[src/rtl/fault_pkg.sv]
package fault_pkg;
    localparam int          DATA_W           = 8;
    localparam int          ADDR_W           = 8;
    localparam int          CFG_W            = 3;

    // register offsets
    localparam logic [7:0]  ACC_FAULT_ADDR   = 8'h6d;
    localparam logic [7:0]  OUT_CFG_ADDR     = 8'h75;
    localparam logic [7:0]  LIVE_FAULT_ADDR  = 8'h7c;
    localparam logic [7:0]  CLEAR_CTRL_ADDR  = 8'h2d;

    // reset values
    localparam logic [7:0]  FAULT_RESET      = 8'h00;
    localparam logic [7:0]  OUT_CFG_RESET    = 8'h00;
    localparam logic [7:0]  CLEAR_CTRL_RESET = 8'h30;
    localparam logic [7:0]  UNMAPPED_DATA    = 8'h00;

    // fault vector bit positions
    localparam int          BIT_CFLY_OV      = 0;
    localparam int          BIT_OVER_CURRENT = 1;
    localparam int          BIT_PLL          = 2;
    localparam int          BIT_SUPPLY_UV    = 3;
    localparam int          BIT_OT_WARNING   = 4;
    localparam int          BIT_OT_ERROR     = 5;
    localparam int          BIT_PIN_SHORT    = 6;
    localparam int          BIT_DC           = 7;

    // clear control field position
    localparam int          BIT_LATCH_CLEAR  = 2;

    typedef enum logic [1:0] {
        CLR_ARMED_LOW,
        CLR_SEEN_HIGH
    } clear_state_e;
endpackage : fault_pkg

[src/rtl/fault_if.sv]
`timescale 1ns/10ps
interface fault_if;
    logic [fault_pkg::DATA_W-1:0] live;
    logic                         clear;
    logic [fault_pkg::DATA_W-1:0] acc;

    modport ctrl  (output live, output clear, input acc);
    modport accum (input live, input clear, output acc);
endinterface : fault_if

[src/rtl/fault_accumulator.sv]
`timescale 1ns/10ps
module fault_accumulator (
    input  wire logic ref_clk,
    input  wire logic rst_b,
    fault_if.accum    flt
);
    logic [fault_pkg::DATA_W-1:0] acc_r;
    logic [fault_pkg::DATA_W-1:0] acc_nxt;

    // set wins over a clear in the same cycle
    always_comb begin
        acc_nxt = flt.clear ? flt.live : (acc_r | flt.live);
    end

    always_ff @(posedge ref_clk or negedge rst_b) begin
        if (!rst_b) begin
            acc_r <= fault_pkg::FAULT_RESET;
        end else begin
            acc_r <= acc_nxt;
        end
    end

    assign flt.acc = acc_r;
endmodule : fault_accumulator

[src/rtl/fault_status_monitor.sv]
`timescale 1ns/10ps
// Overview of operation
// - live fault register follows sources, unlatched
// - accumulated fault bits stay set until a clear
// - bits 0-3: cfly ov, overcurrent, pll, undervoltage
// - bits 4-7: ot warn, ot error, short, dc
// - fault bits one when triggered, reset zero
// - output configuration pins shown in three bits
// - low-high-low toggle of clear control clears
module fault_status_monitor (
    // clock and reset
    input  wire logic       ref_clk,
    input  wire logic       rst_b,

    // protection sources, active high
    input  wire logic       cfly_ov_fault,
    input  wire logic       over_current_fault,
    input  wire logic       pll_fault,
    input  wire logic       power_stage_supply_uv,
    input  wire logic       ot_warning,
    input  wire logic       ot_error,
    input  wire logic       pin_short_fault,
    input  wire logic       dc_fault,

    // output configuration strap
    input  wire logic [2:0] out_cfg_sel,

    // register port requests
    input  wire logic [7:0] reg_addr,
    input  wire logic       reg_wr,
    input  wire logic [7:0] reg_wdata,
    input  wire logic       reg_rd,

    // register port answers
    output logic      [7:0] reg_rdata,
    output logic            reg_rvalid,

    // clear event
    output logic            fault_latch_clear
);

    // carrier between the control side and the accumulator
    fault_if flt ();

    // live and mirrored pin state
    logic [fault_pkg::DATA_W-1:0] live_r;
    logic [fault_pkg::DATA_W-1:0] src_vec;
    logic [fault_pkg::CFG_W-1:0]  out_cfg_r;

    // clear control path
    logic [fault_pkg::DATA_W-1:0] clear_ctrl_r;
    logic                         clear_wr;
    logic                         clear_pulse_r;
    fault_pkg::clear_state_e      clr_state_r;

    // read port
    logic [fault_pkg::DATA_W-1:0] rdata_r;
    logic [fault_pkg::DATA_W-1:0] rdata_nxt;
    logic                         rvalid_r;

    // read data select for every mapped offset
    function automatic logic [fault_pkg::DATA_W-1:0] read_mux(
        input logic [fault_pkg::ADDR_W-1:0] addr,
        input logic [fault_pkg::DATA_W-1:0] live,
        input logic [fault_pkg::DATA_W-1:0] acc,
        input logic [fault_pkg::CFG_W-1:0]  cfg,
        input logic [fault_pkg::DATA_W-1:0] clr
    );
        logic [fault_pkg::DATA_W-1:0] d;

        d = fault_pkg::UNMAPPED_DATA;

        // unmapped offsets read as zero
        case (addr)
            fault_pkg::LIVE_FAULT_ADDR: begin
                d = live;
            end

            fault_pkg::ACC_FAULT_ADDR: begin
                d = acc;
            end

            fault_pkg::OUT_CFG_ADDR: begin
                d = {{(fault_pkg::DATA_W-fault_pkg::CFG_W){1'b0}}, cfg};
            end

            fault_pkg::CLEAR_CTRL_ADDR: begin
                d = clr;
            end

            default: begin
                d = fault_pkg::UNMAPPED_DATA;
            end
        endcase

        return d;
    endfunction : read_mux

    // one source per bit position
    always_comb begin
        src_vec                               = fault_pkg::FAULT_RESET;

        // bits 0 to 3
        src_vec[fault_pkg::BIT_CFLY_OV]       = cfly_ov_fault;
        src_vec[fault_pkg::BIT_OVER_CURRENT]  = over_current_fault;
        src_vec[fault_pkg::BIT_PLL]           = pll_fault;
        src_vec[fault_pkg::BIT_SUPPLY_UV]     = power_stage_supply_uv;

        // bits 4 to 7
        src_vec[fault_pkg::BIT_OT_WARNING]    = ot_warning;
        src_vec[fault_pkg::BIT_OT_ERROR]      = ot_error;
        src_vec[fault_pkg::BIT_PIN_SHORT]     = pin_short_fault;
        src_vec[fault_pkg::BIT_DC]            = dc_fault;
    end

    // live vector, refreshed every cycle
    always_ff @(posedge ref_clk or negedge rst_b) begin
        if (!rst_b) begin
            live_r <= fault_pkg::FAULT_RESET;
        end else begin
            live_r <= src_vec;
        end
    end

    // output configuration mirror
    always_ff @(posedge ref_clk or negedge rst_b) begin
        if (!rst_b) begin
            out_cfg_r <= fault_pkg::OUT_CFG_RESET[fault_pkg::CFG_W-1:0];
        end else begin
            out_cfg_r <= out_cfg_sel;
        end
    end

    // write strobe aimed at the clear control offset
    always_comb begin
        clear_wr = reg_wr && (reg_addr == fault_pkg::CLEAR_CTRL_ADDR);
    end

    // clear control register; monitor offsets take no write
    always_ff @(posedge ref_clk or negedge rst_b) begin
        if (!rst_b) begin
            clear_ctrl_r <= fault_pkg::CLEAR_CTRL_RESET;
        end else if (clear_wr) begin
            clear_ctrl_r <= reg_wdata;
        end
    end

    // toggle detector on the clear field
    always_ff @(posedge ref_clk or negedge rst_b) begin
        if (!rst_b) begin
            clr_state_r   <= fault_pkg::CLR_ARMED_LOW;
            clear_pulse_r <= 1'b0;
        end else begin
            clear_pulse_r <= 1'b0;

            case (clr_state_r)
                fault_pkg::CLR_ARMED_LOW: begin
                    if (clear_ctrl_r[fault_pkg::BIT_LATCH_CLEAR]) begin
                        clr_state_r <= fault_pkg::CLR_SEEN_HIGH;
                    end else begin
                        clr_state_r <= fault_pkg::CLR_ARMED_LOW;
                    end
                end

                fault_pkg::CLR_SEEN_HIGH: begin
                    if (!clear_ctrl_r[fault_pkg::BIT_LATCH_CLEAR]) begin
                        clr_state_r   <= fault_pkg::CLR_ARMED_LOW;
                        clear_pulse_r <= 1'b1;
                    end else begin
                        clr_state_r <= fault_pkg::CLR_SEEN_HIGH;
                    end
                end

                default: begin
                    clr_state_r <= fault_pkg::CLR_ARMED_LOW;
                end
            endcase
        end
    end

    // interface drive towards the accumulator
    assign flt.live  = live_r;
    assign flt.clear = clear_pulse_r;

    // sticky accumulator
    fault_accumulator u_accum (
        .ref_clk (ref_clk),
        .rst_b   (rst_b),
        .flt     (flt)
    );

    // read mux, decoded from the present address
    always_comb begin
        rdata_nxt = read_mux(reg_addr, live_r, flt.acc, out_cfg_r, clear_ctrl_r);
    end

    // read data register, held until the next read
    always_ff @(posedge ref_clk or negedge rst_b) begin
        if (!rst_b) begin
            rdata_r <= fault_pkg::UNMAPPED_DATA;
        end else if (reg_rd) begin
            rdata_r <= rdata_nxt;
        end
    end

    // answer flag, one cycle after each read strobe
    always_ff @(posedge ref_clk or negedge rst_b) begin
        if (!rst_b) begin
            rvalid_r <= 1'b0;
        end else begin
            rvalid_r <= reg_rd;
        end
    end

    // outputs, each straight from a flip-flop
    assign reg_rdata         = rdata_r;
    assign reg_rvalid        = rvalid_r;
    assign fault_latch_clear = clear_pulse_r;
endmodule : fault_status_monitor

[config.mk]
export PLATFORM = sky130hd
export DESIGN_NAME = fault_status_monitor
export DESIGN_NICKNAME = d
export VERILOG_FILES = /design/src/rtl/fault_pkg.sv /design/src/rtl/fault_if.sv /design/src/rtl/fault_accumulator.sv /design/src/rtl/fault_status_monitor.sv
export SDC_FILE = /design/constraint.sdc
export NUM_CORES = 1
export LEC_CHECK = 0
export ABC_AREA = 1
export BUFFER_PORTS_ARGS = -buffer_cell sky130_fd_sc_hd__buf_2
export CAP_MARGIN = 15
export CORE_MARGIN = 3
export CORE_UTILIZATION = 50
export DETAILED_ROUTE_END_ITERATION = 10
export PLACE_DENSITY_LB_ADDON = 0.25
export SLEW_MARGIN = 5
export SYNTH_ARGS = -nofsm -noshare
export SYNTH_HDL_FRONTEND = slang
export SYNTH_SLANG_ARGS = --single-unit
[constraint.sdc]
create_clock -name ref_clk -period 1 [get_ports ref_clk]
set_clock_uncertainty 0.05 [all_clocks]
set_input_delay 0.05 -clock ref_clk [delete_from_list [all_inputs] [get_ports ref_clk]]
set_output_delay 0.05 -clock ref_clk [all_outputs]
set_load 0.01 [all_outputs]
==> metrics.log <==
INFO  metric async_flop_share = 100%
INFO  metric design_area = about 2300 um2
INFO  metric finalSetupViolCount = 1
INFO  metric max_cap_viol_count = 0
INFO  metric yosys_register_bits = 38
INFO  metric path_clk_slew = 0.12 ns
INFO  metric number_of_design_rule_violations_left_after_detail_routing = 0
INFO  metric ioPinCount = 41
INFO  metric fp.dieH = ~63 um
INFO  metric finalHoldViolations = 0
INFO  metric global_route_wire_length_before_repair = 6510 um
INFO  metric share_of_the_yosys_chip_area_belonging_to_registers = 58.8%
INFO  metric netSwitchingPower = 0.715 mW
INFO  metric fp.dieW = roughly 63 um
INFO  metric gr-usage-all-layers = 21.3%
INFO  metric route.detailed.wl_per_inst = 12.4 um
INFO  metric initial_antenna_violation_count = 0
INFO  metric finalWorstPathRequiredPeriod = between 1 and 1.5 ns
INFO  metric whs = 0.0285 ns
INFO  metric synth_area_leader_cell = sky130_fd_sc_hd__dfrtp_1
INFO  metric critPathTopFamily = flip-flops
INFO  metric cts_htree_levels = 2
INFO  metric floorplan.initialDensity = 52.7%
INFO  metric port-buffer-count = 40
INFO  metric cp_cell_sequence = buf_2
INFO  metric synth_xor_xnor_area_share = 0%
INFO  metric period_share = 100%
INFO  metric largest_family_of_logic_cells_by_synthesized_area = simple AND/OR/NAND/NOR gates
INFO  metric timing.critical_path.to_type = primary output
INFO  metric p_int = 2.15 mW
INFO  metric clockBufferDepth = 2
INFO  metric synth-edff-count = 0
INFO  metric layout-drive-gt1-share = 34.1%
INFO  metric post_synth_num_cell_types = 19
INFO  metric final_layout_net_count = between 200 and 300
INFO  metric diodes_inserted = 0
INFO  metric clock_tree_from_tritoncts = yes
INFO  metric syn2layout_area_growth = 39.8%
INFO  metric multiInputGateArea = approximately 540 um2
INFO  metric worst-endpoint-arrival = roughly 0.90 ns
INFO  metric layout.filler_cells = ~230
INFO  metric violations = negative setup slack
INFO  metric setup.worst_path.class = reg2out
INFO  metric number_of_nets_with_antenna_violations_after_detailed_routing = 0
INFO  metric timing_worst_slew_pin_value = 0.257 ns
INFO  metric worst_path_max_delay_cell = sky130_fd_sc_hd__dfrtp_1
INFO  metric synth.top_cells.by_area = sky130_fd_sc_hd__dfrtp_1, sky130_fd_sc_hd__nand2_1, sky130_fd_sc_hd__nand3_1, sky130_fd_sc_hd__inv_1, sky130_fd_sc_hd__o21ai_2
INFO  metric cp_slowest_stage_delay = 0.41 ns
INFO  metric leakagePower = about 1.3 nW
INFO  metric maximum_number_of_pins_on_one_net_before_global_route_repair = 22
INFO  metric pwr-share-clk = 29.4%
INFO  metric average_vias_per_placed_instance = approximately 4.8
INFO  metric rr_startpoint = clear_ctrl_r[2]
INFO  metric timing.slew.headroom = 82.9%
INFO  metric synth_cells = 169
INFO  metric dominantRegCellSynth = sky130_fd_sc_hd__dfrtp_1
INFO  metric seq_power_share = between 50% and 60%
INFO  metric post-route-util = about three quarters
INFO  metric grt_pass1_vias = 1502
INFO  metric yosys.area.top_type_share = 55.6%
INFO  metric routed_wl = between 3000 and 4000 um
INFO  metric synthesis.nets = 200
INFO  metric run_status = finished, violations left
INFO  metric worst_setup_path_startpoint = reg_rdata[4]
INFO  metric timing.final.max_slew_violations = 0
INFO  metric hp-class = in2async
INFO  metric grt_overflow_total = 0
INFO  metric design.die.area = 3960 um2
INFO  metric floorplan.core_area = 3080 um2
INFO  metric synth.cell_area = between 1500 and 2000 um2
INFO  metric worst-path-buf-inv = 1
INFO  metric vias = 1400
INFO  metric grt_setup_unrepaired = true
INFO  metric clock.fmax = 996 MHz
INFO  metric power_switching_share = 24.9%
INFO  metric placementRows = 20
INFO  metric cts.root.buffer_cell = sky130_fd_sc_hd__clkbuf_4
INFO  metric synth.most_common_cell = sky130_fd_sc_hd__nand2_1
INFO  metric vdd.ir_drop.worst = roughly 0.83 mV
INFO  metric cts-buffers-inserted = 5
INFO  metric yosys_warnings = 0
INFO  metric syn_area_per_cell = 9.60 um2
INFO  metric startpoint_class_of_the_critical_path = flop
INFO  metric pwr_density_cell = 1270 nW/um2
INFO  metric ys_top_cells_by_count = sky130_fd_sc_hd__nand2_1, sky130_fd_sc_hd__dfrtp_1, sky130_fd_sc_hd__nand3_1
INFO  metric synth.mux.area_fraction = 0%
INFO  metric arithmetic_cell_share_of_the_synthesized_area_counting_full_adders_half_adders_and_majority_gates = 0%
INFO  metric area_taken_by_flip_flops_and_latches = around 950 um2
INFO  metric pwr-share-comb = 12.2%
INFO  metric fraction_of_the_mapped_netlist_area_in_compound_gates = under 10%
INFO  metric post-dp-hpwl = 2630 um
INFO  metric cts_num_sinks = 38
INFO  metric cp_max_fo = 2
INFO  metric synth_simple_gate_area_share = 23.8%
INFO  metric drtIter0Drc = 67
INFO  metric drtPass1Iterations = 4
INFO  metric worstSkewPairLatency = 0.35 ns
INFO  metric finalWorstSetupSlack = -0.00387 ns
INFO  metric p_total = 2.87 mW
INFO  metric place_congestion = approximately 0.85
INFO  metric placement_cell_area = 1930 um2
INFO  metric critPathRequiredTime = 0.90 ns
[logic make-up (layout without fill, tap and decap cells)]
logic type	after synthesis	count (layout)
AO/OA/AOI/OAI	19	19
flip-flops	38	38
buffers and inverters	29	109
AND/OR/NAND/NOR	83	83
[flip-flops by register name, summed over array words and instances (netlist names)]
name and cells:
u_accum.flt.acc 8, flt.live 8, reg_rdata 8, reg_rvalid 1
clr_state_r 1, out_cfg_r 3, clear_ctrl_r 8, fault_latch_clear 1
[final timing paths]
check	to	slack, ns	cells after the start
max	reg_rdata[4]	-0.004	1
min in group ref_clk	clear_ctrl_r[4]	0.14	4
max reg2reg	reg_rdata[2]	0.08	4
min reg2reg	clr_state_r[0]	0.41	0
min	clear_ctrl_r[2]	0.03	2
max in group asynchronous	flt.live[7]	0.47	3
[cell type report]
class | count | area share [%]
Clock buffer | 7 | 2.43
Clock inverter | 1 | 0.221
Multi-Input combinational cell | 102 | 23.6
Sequential cell | 38 | 42.1
Inverter | 23 | 3.97
Tap cell | 44 | 2.43
Timing Repair Buffer | 78 | 25.2
[metrics by stage]
stage / TNS, ns / instances / setup WS, ns
after floorplan: 0 / 169 / 0.0741
after global placement: -0.0799 / 258 / -0.0143
after detailed placement: -0.642 / 258 / -0.0775
after CTS: -0.0228 / 290 / -0.0137
after global routing: -0.296 / 293 / -0.0482
final: -0.00387 / 293 / -0.00387
[repair_timing]
item / 4_1_cts / 5_1_grt
pin swaps: 0 / 1
hold buffers: 21 / 0
gates resized for setup: 2 / 6
setup endpoints to repair: 4 / 11
buffers inserted: 3 / 3
endpoints found under the hold margin: 66 / 0
[power groups by stage]
stage,sequential (mW),combinational (mW),clock [mW]
4_1_cts,1.68,0.347,0.853
5_1_grt,1.69,0.393,0.933
3_3_place_gp,1.71,0.252,0
3_5_place_dp,1.71,0.265,0
6_report,1.68,0.350,0.845
2_1_floorplan,1.69,0.120,0
[cell usage in the layout, fill, tap and decap left out, types with 2 or more instances in the layout]
cell type	Yosys	routed
sky130_fd_sc_hd__buf_12	1	2
sky130_fd_sc_hd__buf_2	3	38
sky130_fd_sc_hd__buf_4	0	16
sky130_fd_sc_hd__clkbuf_4	0	5
sky130_fd_sc_hd__dfrtp_1	36	35
sky130_fd_sc_hd__dfstp_2	2	2
sky130_fd_sc_hd__dlygate4sd3_1	0	21
sky130_fd_sc_hd__inv_1	23	22
sky130_fd_sc_hd__nand2_1	40	40
sky130_fd_sc_hd__nand2_2	5	5
sky130_fd_sc_hd__nand3_1	29	29
sky130_fd_sc_hd__nor2_1	4	4
sky130_fd_sc_hd__nor2_4	2	2
sky130_fd_sc_hd__o21ai_1	1	2
sky130_fd_sc_hd__o21ai_2	8	9
sky130_fd_sc_hd__o21bai_1	8	8
[metal layers]
metal  vias to the layer above  GRT usage (%)  share of wire [%]
met5                         -              0                  0
met4                         0           9.09                1.6
met3                         8           7.55                6.4
met2                        48           35.6                 51
met1                       658           24.7                 41
li1                        686              -                  -
Power figures use the tool's default switching activity.
